===== src/design/event_bank_pkg.sv =====
// package of constants for the charger event flag and mask bank
// assumes one device clock; the register port sits behind the serial bus slave

package event_bank_pkg;
  // ==========================================================
  // register map
  localparam int         ADDR_W          = 8;
  localparam int         DATA_W          = 8;
  localparam logic [7:0] CHG_FLAGS_ADDR  = 8'h03;
  localparam logic [7:0] PROT_FLAGS_ADDR = 8'h04;
  localparam logic [7:0] CONV_FLAGS_ADDR = 8'h05;
  localparam logic [7:0] TMR_FLAGS_ADDR  = 8'h06;
  localparam logic [7:0] CHG_MASKS_ADDR  = 8'h07;
  localparam logic [7:0] FLAGS_RESET     = 8'h00;
  localparam logic [7:0] MASKS_RESET     = 8'h00;
  localparam logic [7:0] UNMAPPED_DATA   = 8'h00;

  // ==========================================================
  // implemented bits of each flag register; the rest read zero
  localparam logic [7:0] CHG_USED_BITS   = 8'h7f;
  localparam logic [7:0] PROT_USED_BITS  = 8'hbf;
  localparam logic [7:0] CONV_USED_BITS  = 8'hf1;
  localparam logic [7:0] TMR_USED_BITS   = 8'h77;

  // ==========================================================
  // field positions
  localparam int TAPER_BIT     = 6;
  localparam int PGOOD_BIT     = 0;
  localparam int BAT_UV_BIT    = 4;
  localparam int ADC_DONE_BIT  = 7;
  localparam int COMP_LO_BIT   = 4;
  localparam int TS_OPEN_BIT   = 0;
  localparam int NUM_COMP      = 3;
  localparam int NUM_SYNC      = 25;
endpackage


===== src/design/charger_event_flag_mask_bank.sv =====
// event flag and charger mask registers with the host interrupt request
// assumes a serial bus slave in front drives the byte-wide register port
`timescale 1ns/10ps
module charger_event_flag_mask_bank
(
  input  wire logic                            mclk,
  input  wire logic                            rst_b,
  input  wire logic [event_bank_pkg::ADDR_W-1:0] reg_addr,
  input  wire logic                            reg_wr,
  input  wire logic                            reg_rd,
  input  wire logic [event_bank_pkg::DATA_W-1:0] reg_wdata,
  output logic      [event_bank_pkg::DATA_W-1:0] reg_rdata_ff,
  output logic                                 reg_rvalid_ff,
  output logic                                 irq_ff,
  input  wire logic                            taper_entry_evt,
  input  wire logic                            charge_done_evt,
  input  wire logic                            input_limit_evt,
  input  wire logic                            power_path_mgmt_evt,
  input  wire logic                            input_voltage_mgmt_evt,
  input  wire logic                            thermal_regulation_evt,
  input  wire logic                            input_good_change_evt,
  input  wire logic                            input_overvoltage_evt,
  input  wire logic                            battery_overcurrent_evt,
  input  wire logic                            battery_undervoltage_evt,
  input  wire logic                            thermistor_cold_evt,
  input  wire logic                            thermistor_cool_evt,
  input  wire logic                            thermistor_warm_evt,
  input  wire logic                            thermistor_hot_evt,
  input  wire logic                            adc_done_evt,
  input  wire logic                            comparator_one_evt,
  input  wire logic                            comparator_two_evt,
  input  wire logic                            comparator_three_evt,
  input  wire logic                            comparator_one_direction_sel,
  input  wire logic                            comparator_two_direction_sel,
  input  wire logic                            comparator_three_direction_sel,
  input  wire logic                            thermistor_open_evt,
  input  wire logic                            watchdog_expiry_evt,
  input  wire logic                            charge_timer_expiry_evt,
  input  wire logic                            regulator_overcurrent_evt,
  input  wire logic                            button_wake_one_evt,
  input  wire logic                            button_wake_two_evt,
  input  wire logic                            button_reset_warning_evt
);
  import event_bank_pkg::*;

  // ==========================================================
  // reset release
  logic rst_meta_ff;
  logic rst_n_sync;

  // assertion is immediate, release waits two clock edges
  always_ff @(posedge mclk or negedge rst_b)
  begin
    if (!rst_b)
    begin
      rst_meta_ff <= 1'b0;
      rst_n_sync  <= 1'b0;
    end
    else
    begin
      rst_meta_ff <= 1'b1;
      rst_n_sync  <= rst_meta_ff;
    end
  end

  // ==========================================================
  // detector levels into the clock domain
  logic [NUM_SYNC-1:0] raw_lvl;
  logic [NUM_SYNC-1:0] lvl;
  logic [NUM_SYNC-1:0] prev_lvl_ff;
  logic [NUM_SYNC-1:0] nxt_prev_lvl;

  // packing order: charger 6..0, protection 13..7, converter 18..14, timers 24..19
  assign raw_lvl = {button_wake_one_evt, button_wake_two_evt, button_reset_warning_evt,
                    watchdog_expiry_evt, charge_timer_expiry_evt, regulator_overcurrent_evt,
                    adc_done_evt, comparator_one_evt, comparator_two_evt,
                    comparator_three_evt, thermistor_open_evt,
                    input_overvoltage_evt, battery_overcurrent_evt,
                    battery_undervoltage_evt, thermistor_cold_evt, thermistor_cool_evt,
                    thermistor_warm_evt, thermistor_hot_evt,
                    taper_entry_evt, charge_done_evt, input_limit_evt,
                    power_path_mgmt_evt, input_voltage_mgmt_evt,
                    thermal_regulation_evt, input_good_change_evt};

  level_sync #(.W(NUM_SYNC)) u_sync
  (
    .mclk       (mclk),
    .rst_n_sync (rst_n_sync),
    .async_in   (raw_lvl),
    .level_ff   (lvl)
  );

  // previous level for edge detection
  always_comb
  begin
    nxt_prev_lvl = lvl;
  end

  always_ff @(posedge mclk or negedge rst_n_sync)
  begin
    if (!rst_n_sync)
    begin
      prev_lvl_ff <= '0;
    end
    else
    begin
      prev_lvl_ff <= nxt_prev_lvl;
    end
  end

  // ==========================================================
  // event detection
  logic [2:0] comp_dir;
  logic [2:0] comp_met;
  logic [2:0] comp_met_prev_ff;
  logic [2:0] nxt_comp_met_prev;
  logic [7:0] chg_set;
  logic [7:0] prot_set;
  logic [7:0] conv_set;
  logic [7:0] tmr_set;

  function automatic logic rise(input logic now_v, input logic was_v);
    rise = now_v & ~was_v;
  endfunction

  // condition met is above when the select is 1, below when 0
  assign comp_dir = {comparator_one_direction_sel, comparator_two_direction_sel,
                     comparator_three_direction_sel};
  assign comp_met = ~(lvl[17:15] ^ comp_dir);

  always_comb
  begin
    nxt_comp_met_prev = comp_met;
  end

  always_ff @(posedge mclk or negedge rst_n_sync)
  begin
    if (!rst_n_sync)
    begin
      comp_met_prev_ff <= '0;
    end
    else
    begin
      comp_met_prev_ff <= nxt_comp_met_prev;
    end
  end

  // entry events latch on the rising level, undervoltage only on its fall; power-good on either edge
  always_comb
  begin
    chg_set = 8'h00;
    prot_set = 8'h00;
    conv_set = 8'h00;
    tmr_set = 8'h00;
    chg_set[6]  = rise(lvl[6], prev_lvl_ff[6]);
    chg_set[5]  = rise(lvl[5], prev_lvl_ff[5]);
    chg_set[4]  = rise(lvl[4], prev_lvl_ff[4]);
    chg_set[3]  = rise(lvl[3], prev_lvl_ff[3]);
    chg_set[2]  = rise(lvl[2], prev_lvl_ff[2]);
    chg_set[1]  = rise(lvl[1], prev_lvl_ff[1]);
    chg_set[PGOOD_BIT] = lvl[0] ^ prev_lvl_ff[0];
    prot_set[7] = rise(lvl[13], prev_lvl_ff[13]);
    prot_set[5] = rise(lvl[12], prev_lvl_ff[12]);
    // inverted field: 1 is latched when the battery leaves undervoltage
    prot_set[BAT_UV_BIT] = rise(prev_lvl_ff[11], lvl[11]);
    prot_set[3] = rise(lvl[10], prev_lvl_ff[10]);
    prot_set[2] = rise(lvl[9], prev_lvl_ff[9]);
    prot_set[1] = rise(lvl[8], prev_lvl_ff[8]);
    prot_set[0] = rise(lvl[7], prev_lvl_ff[7]);
    conv_set[ADC_DONE_BIT] = rise(lvl[18], prev_lvl_ff[18]);
    for (int i = 0; i < NUM_COMP; i++)
    begin
      conv_set[COMP_LO_BIT + i] = rise(comp_met[i], comp_met_prev_ff[i]);
    end
    conv_set[TS_OPEN_BIT] = rise(lvl[14], prev_lvl_ff[14]);
    tmr_set[6] = rise(lvl[21], prev_lvl_ff[21]);
    tmr_set[5] = rise(lvl[20], prev_lvl_ff[20]);
    tmr_set[4] = rise(lvl[19], prev_lvl_ff[19]);
    tmr_set[2] = rise(lvl[24], prev_lvl_ff[24]);
    tmr_set[1] = rise(lvl[23], prev_lvl_ff[23]);
    tmr_set[0] = rise(lvl[22], prev_lvl_ff[22]);
  end

  // ==========================================================
  // flag registers
  logic [7:0] chg_flags;
  logic [7:0] prot_flags;
  logic [7:0] conv_flags;
  logic [7:0] tmr_flags;
  logic       rd_chg;
  logic       rd_prot;
  logic       rd_conv;
  logic       rd_tmr;

  // address decode of reads that clear
  always_comb
  begin
    rd_chg = 1'b0;
    rd_prot = 1'b0;
    rd_conv = 1'b0;
    rd_tmr = 1'b0;
    if (reg_rd && reg_addr == CHG_FLAGS_ADDR)
      rd_chg = 1'b1;
    else if (reg_rd && reg_addr == PROT_FLAGS_ADDR)
      rd_prot = 1'b1;
    else if (reg_rd && reg_addr == CONV_FLAGS_ADDR)
      rd_conv = 1'b1;
    else if (reg_rd && reg_addr == TMR_FLAGS_ADDR)
      rd_tmr = 1'b1;
  end

  sticky_flags #(.W(8), .USED_BITS(CHG_USED_BITS)) u_chg
  (
    .mclk (mclk), .rst_n_sync (rst_n_sync), .set_bits (chg_set),
    .clear_all (rd_chg), .flags_ff (chg_flags)
  );
  sticky_flags #(.W(8), .USED_BITS(PROT_USED_BITS)) u_prot
  (
    .mclk (mclk), .rst_n_sync (rst_n_sync), .set_bits (prot_set),
    .clear_all (rd_prot), .flags_ff (prot_flags)
  );
  sticky_flags #(.W(8), .USED_BITS(CONV_USED_BITS)) u_conv
  (
    .mclk (mclk), .rst_n_sync (rst_n_sync), .set_bits (conv_set),
    .clear_all (rd_conv), .flags_ff (conv_flags)
  );
  sticky_flags #(.W(8), .USED_BITS(TMR_USED_BITS)) u_tmr
  (
    .mclk (mclk), .rst_n_sync (rst_n_sync), .set_bits (tmr_set),
    .clear_all (rd_tmr), .flags_ff (tmr_flags)
  );

  // ==========================================================
  // mask, read port and interrupt
  logic [7:0] mask_ff;
  logic [7:0] nxt_mask;
  logic [7:0] nxt_rdata;
  logic       nxt_irq;
  logic       pending;

  // writes to anything but the mask are dropped; flags are read-only
  always_comb
  begin
    nxt_mask = mask_ff;
    if (reg_wr && reg_addr == CHG_MASKS_ADDR)
      nxt_mask = reg_wdata;
  end

  // read returns the value before the clear
  always_comb
  begin
    nxt_rdata = reg_rdata_ff;
    if (reg_rd)
    begin
      if (reg_addr == CHG_FLAGS_ADDR)
        nxt_rdata = chg_flags;
      else if (reg_addr == PROT_FLAGS_ADDR)
        nxt_rdata = prot_flags;
      else if (reg_addr == CONV_FLAGS_ADDR)
        nxt_rdata = conv_flags;
      else if (reg_addr == TMR_FLAGS_ADDR)
        nxt_rdata = tmr_flags;
      else if (reg_addr == CHG_MASKS_ADDR)
        nxt_rdata = mask_ff;
      else
        nxt_rdata = UNMAPPED_DATA;
    end
  end

  // only charger flags have a mask here; the other groups always interrupt
  assign pending = (|(chg_flags & ~mask_ff)) | (|prot_flags) | (|conv_flags) | (|tmr_flags);

  // looks one cycle ahead so the request lines up with the flag bits
  always_comb
  begin
    nxt_irq = (|(((rd_chg ? 8'h00 : chg_flags) | chg_set) & CHG_USED_BITS & ~nxt_mask))
            | (|(((rd_prot ? 8'h00 : prot_flags) | prot_set) & PROT_USED_BITS))
            | (|(((rd_conv ? 8'h00 : conv_flags) | conv_set) & CONV_USED_BITS))
            | (|(((rd_tmr ? 8'h00 : tmr_flags) | tmr_set) & TMR_USED_BITS));
  end

  always_ff @(posedge mclk or negedge rst_n_sync)
  begin
    if (!rst_n_sync)
    begin
      mask_ff       <= MASKS_RESET;
      reg_rdata_ff  <= FLAGS_RESET;
      reg_rvalid_ff <= 1'b0;
      irq_ff        <= 1'b0;
    end
    else
    begin
      mask_ff       <= nxt_mask;
      reg_rdata_ff  <= nxt_rdata;
      reg_rvalid_ff <= reg_rd;
      irq_ff        <= nxt_irq;
    end
  end
endmodule


===== src/design/level_sync.sv =====
// three-stage synchroniser for detector levels arriving from outside the clock
// assumes each level stays put for at least three clock periods
`timescale 1ns/10ps
module level_sync
#(
  parameter int W = 8
)
(
  input  wire logic         mclk,
  input  wire logic         rst_n_sync,
  input  wire logic [W-1:0] async_in,
  output logic      [W-1:0] level_ff
);
  logic [W-1:0] meta_ff;
  logic [W-1:0] s2_ff;
  logic [W-1:0] s3_ff;
  logic [W-1:0] nxt_level;

  // a bit only moves once the second and third stage agree
  always_comb
  begin
    nxt_level = (s2_ff & s3_ff) | (level_ff & (s2_ff | s3_ff));
  end

  // meta_ff is only read by s2_ff
  always_ff @(posedge mclk or negedge rst_n_sync)
  begin
    if (!rst_n_sync)
    begin
      meta_ff  <= '0;
      s2_ff    <= '0;
      s3_ff    <= '0;
      level_ff <= '0;
    end
    else
    begin
      meta_ff  <= async_in;
      s2_ff    <= meta_ff;
      s3_ff    <= s2_ff;
      level_ff <= nxt_level;
    end
  end
endmodule


===== src/design/sticky_flags.sv =====
// one clear-on-read flag register of sticky bits
// assumes set and clear are one-cycle terms from the same clock
`timescale 1ns/10ps
module sticky_flags
#(
  parameter int         W         = 8,
  parameter logic [7:0] USED_BITS = 8'hff
)
(
  input  wire logic         mclk,
  input  wire logic         rst_n_sync,
  input  wire logic [W-1:0] set_bits,
  input  wire logic         clear_all,
  output logic      [W-1:0] flags_ff
);
  logic [W-1:0] nxt_flags;

  // set beats clear so an event landing on the read is kept for the next one
  always_comb
  begin
    nxt_flags = ((clear_all ? '0 : flags_ff) | set_bits) & USED_BITS[W-1:0];
  end

  always_ff @(posedge mclk or negedge rst_n_sync)
  begin
    if (!rst_n_sync)
    begin
      flags_ff <= '0;
    end
    else
    begin
      flags_ff <= nxt_flags;
    end
  end
endmodule

===== config.mk =====
export PLATFORM = sky130hd
export DESIGN_NAME = charger_event_flag_mask_bank
export DESIGN_NICKNAME = d
export VERILOG_FILES = /design/src/design/event_bank_pkg.sv /design/src/design/charger_event_flag_mask_bank.sv /design/src/design/level_sync.sv /design/src/design/sticky_flags.sv
export SDC_FILE = /design/constraint.sdc
export NUM_CORES = 1
export LEC_CHECK = 0
export BUFFER_PORTS_ARGS = -buffer_cell sky130_fd_sc_hd__buf_2
export CORE_UTILIZATION = 41
export DETAILED_ROUTE_END_ITERATION = 8
export GPL_TIMING_DRIVEN = 0
export PLACE_DENSITY = 0.67
export REMOVE_ABC_BUFFERS = 1
export SLEW_MARGIN = 20
export SYNTH_ARGS = -nofsm -noshare
export SYNTH_HDL_FRONTEND = slang
export SYNTH_SLANG_ARGS = --single-unit

===== constraint.sdc =====
create_clock -name mclk -period 6.7 [get_ports mclk]
set_input_delay 1.34 -clock mclk [delete_from_list [all_inputs] [get_ports mclk]]
set_output_delay 1.34 -clock mclk [all_outputs]
set_load 0.03 [all_outputs]

==> impl_metrics.env <==
export IMPL_firstDrtPassIters=4
export IMPL_worst_path_buf_inv=1
export IMPL_antenna_found_initial=0
export IMPL_cts_setup_buffers=0
export IMPL_place_area_um2=6180
export IMPL_path_max_fanout=16
export IMPL_port_buffers=57
export IMPL_syn_to_final_growth_pct=20.6
export IMPL_antenna_cells=0
export IMPL_power_share_clock=0.450
export IMPL_fin_crit_ns=3.51
export IMPL_start_util=0.422
export IMPL_maxSlewHeadroom=0.478
export IMPL_cts_buffers=17
export IMPL_hold_class="reg -> async"
export IMPL_yosys_warnings=0
export IMPL_clockBufferDepth=2
export IMPL_grt_max_degree=57
export IMPL_crit_type="in -> reg"
export IMPL_synth_seq_cells=170
export IMPL_syn_area_um2=5640
export IMPL_cts_root_buf="clkbuf_16"
export IMPL_post_route_drc_count=0
export IMPL_finalWirelength_um=9760
export IMPL_outcome="complete, no violations"
export IMPL_drv_slew=0
export IMPL_period_share=0.524
export IMPL_ctsHoldBuffers=0
export IMPL_end_kind="flop"
export IMPL_setup_violations=0
export IMPL_cap_viol_max_count=0
export IMPL_max_stage_delay_ns=0.72
export IMPL_peakVddDrop_v=0.000164
export IMPL_fmax_mhz=285
export IMPL_cts_htree_levels=4
export IMPL_p_seq_frac=0.503
export IMPL_dpl_hpwl_um=6630
export IMPL_dr_first_iter_drc_count=174
export IMPL_r2r_start="u_conv.flags_ff[5]"
export IMPL_critPathArrivalTime_ns=3.79
export IMPL_first_global_vias=3181
export IMPL_yosysSeqAreaShare=0.755
export IMPL_skew_ns=0.00854
export IMPL_place_gp_congestion=0.829
export IMPL_synth_cell_types=44
export IMPL_swShare=0.217
export IMPL_required_ns=6.98
export IMPL_ant_nets=0
export IMPL_viasPerCell=4.89
export IMPL_drive_gt1_frac=0.233
export IMPL_path_cells="buf_2 > nor2b_1 > o221ai_1 > a2111oi_0 > nand4b_1 > a221oi_2 > nand4_1"
export IMPL_internal_power_mw=1.75
export IMPL_boundaryPins=58
export IMPL_grt_pass1_wl_um=16300
export IMPL_fin_setup_tns_ns=0
export IMPL_critPathTopFamily="compound AO/OA/AOI/OAI gates"
export IMPL_die_y_um=119
export IMPL_die_area_um2=14200
export IMPL_power_density_nw_per_um2=328
export IMPL_clk_pin_slew_ns=0.06
export IMPL_cts_resized_gates=0
export IMPL_clkSinkCount=170
export IMPL_final_nets=486
export IMPL_switchingPower_uw=484
export IMPL_cp_startpoint="reg_addr[1]"
export IMPL_final_cell_area_um2=6800
export IMPL_leakagePower_nw=3.09
export IMPL_grt_setup_unrepaired="false"
export IMPL_hold_viol=0
export IMPL_clkLatencyLatePin_ns=0.42
export IMPL_dieWidth_um=119
export IMPL_num_vias=3066
export IMPL_row_count=42
export IMPL_cp_slowest_cell="a2111oi_0"
export IMPL_core_area_um2=13300
export IMPL_synth_area_per_cell_um2=15.4
export IMPL_wire_per_inst_um=15.6
export IMPL_grt_use_total=0.154
export IMPL_cts_tree="built"
export IMPL_worst_pin_slew_ns=0.763
export IMPL_worstSetupStartpointType="primary input"
export IMPL_pwr_share_comb=0.047
export IMPL_num_fill_cells=1127
export IMPL_syn_inst=367
export IMPL_power_mw=2.23
export IMPL_grt_overflow=0
[power groups by stage]
stage / Combinational, mW / Clock, mW / Sequential, mW
6_report: 0.104 / 1.00 / 1.12
5_1_grt: 0.117 / 1.07 / 1.13
4_1_cts: 0.107 / 1.03 / 1.12
3_5_place_dp: 0.106 / 0 / 1.14
3_3_place_gp: 0.0821 / 0 / 1.15
2_1_floorplan: 0.0441 / 0 / 1.15
[per-layer routing]
metal	vias to the layer above	GRT usage	wire length, um
li1	1417	-	-
met1	1562	0.204	4560
met2	70	0.225	4520
met3	17	0.0498	437
met4	0	0.0854	246
met5	-	0	0
[cell usage after synthesis, drive strengths merged]
cell type    n  share of area
a221oi       3         0.0058
conb         1        0.00067
a21o        11          0.015
o21ai       12          0.011
nor3         1         0.0029
o211ai       1         0.0013
o22ai        1         0.0011
mux2         7          0.015
or2          1         0.0011
o221ai       1         0.0016
nand3        5         0.0044
o2111ai      1         0.0016
nor4         3         0.0033
nand4        2         0.0049
xor2         2         0.0031
a21oi        6         0.0053
buf          4         0.0051
nor2        11         0.0073
xnor2        2         0.0031
nand2       11         0.0073
a22oi       10          0.013
clkbuf       4         0.0027
nand4b       2         0.0031
maj3        25          0.044
o32ai        1         0.0016
and3b        1         0.0016
inv         26          0.017
a2111oi      3         0.0047
mux2i        7          0.012
nor2b       10          0.011
nand2b       3         0.0033
and4         1         0.0016
a22o        11          0.017
and4bb       1         0.0022
a2bb2oi      3         0.0047
and3         2         0.0024
dfrtp      170           0.75
o2111a       1         0.0020
[through the flow]
stage / hold WS [ns] / cells / util / setup WS [ns]
floorplan: 0.331 / 359 / - / 1.61
global placement: 0.333 / 592 / 0.457 / 0.0590
detailed placement: 0.264 / 595 / 0.463 / 2.66
CTS: 0.273 / 627 / 0.509 / 3.12
global route: 0.291 / 627 / 0.509 / 3.01
finish: 0.258 / 627 / 0.509 / 3.19
[flip-flops by register name (all words and copies together), names as in the netlist, 3 cells and up, named ones only]
signal	cells
u_conv.flags_ff	5
reg_rdata_ff	8
u_sync.s3_ff	25
prev_lvl_ff	22
comp_met_prev_ff	3
u_sync.meta_ff	25
u_prot.flags_ff	7
mask_ff	7
u_chg.flags_ff	7
u_sync.s2_ff	25
u_sync.level_ff	25
u_tmr.flags_ff	6
[cell usage in the layout (no fill, tap or decap), types with 2 or more instances in the layout]
master	synthesis	final
a22o_1	11	11
a2111oi_0	3	3
mux2i_1	7	7
xnor2_1	2	2
maj3_1	25	25
clkbuf_8	0	2
xor2_1	2	2
nand3_1	5	5
a2bb2oi_1	3	3
mux2_2	6	6
clkbuf_16	0	17
nor2b_1	10	10
buf_16	0	2
a22oi_1	10	10
nand2_1	11	11
bufinv_16	0	3
nand2b_1	3	3
nor2_1	11	11
nor4_1	3	3
inv_1	26	26
clkinv_4	0	5
dfrtp_1	170	169
a221oi_1	2	2
nand4b_1	2	2
a21oi_1	6	6
a21o_1	11	11
buf_2	2	57
o21ai_0	12	12
clkinv_2	0	2
[cell families after synthesis]
kind of cell	share of synthesized area
AOI/OAI and AO/OA	0.0852
xor gates and xnor gates	0.00622
adders and majority gates	0.0444
buffers and inverters	0.0251
DFF	0.755
muxes	0.0271
other	0.000665
and+or+nand+nor	0.0566
[area by class of cell]
type	instances	area [um^2]	area share
flip-flops and latches	170	4260	0.626
multi-input cells	163	1240	0.183
clock buffers	20	457	0.0672
repair buffers	60	360	0.0530
well taps	176	220	0.0324
clock inverters	12	164	0.0241
inverters	26	97.6	0.0144
[worst register-to-register path, stage by stage, from the launching register on]
cell and delay [ns]:
dfrtp_1 0.41, nor4_1 0.35, nand3_1 0.14, a2111oi_0 0.74
nand4b_1 0.21, a221oi_2 0.28, nand4_1 0.14
[path summary, 6_finish.rpt]
kind                       depth (start not counted)          endpoint  slack [ns]
min in group mclk                                  0  u_sync.s2_ff[16]        0.35
setup / recovery                                   7            irq_ff        3.19
max in group asynchronous                          1   u_sync.s2_ff[0]        5.85
hold / removal                                     0  u_sync.s2_ff[15]        0.26
setup reg to reg                                   6            irq_ff        4.31
hold reg to reg                                    0  u_sync.s2_ff[15]        0.26
No activity file was read; power rests on OpenSTA's default activity.
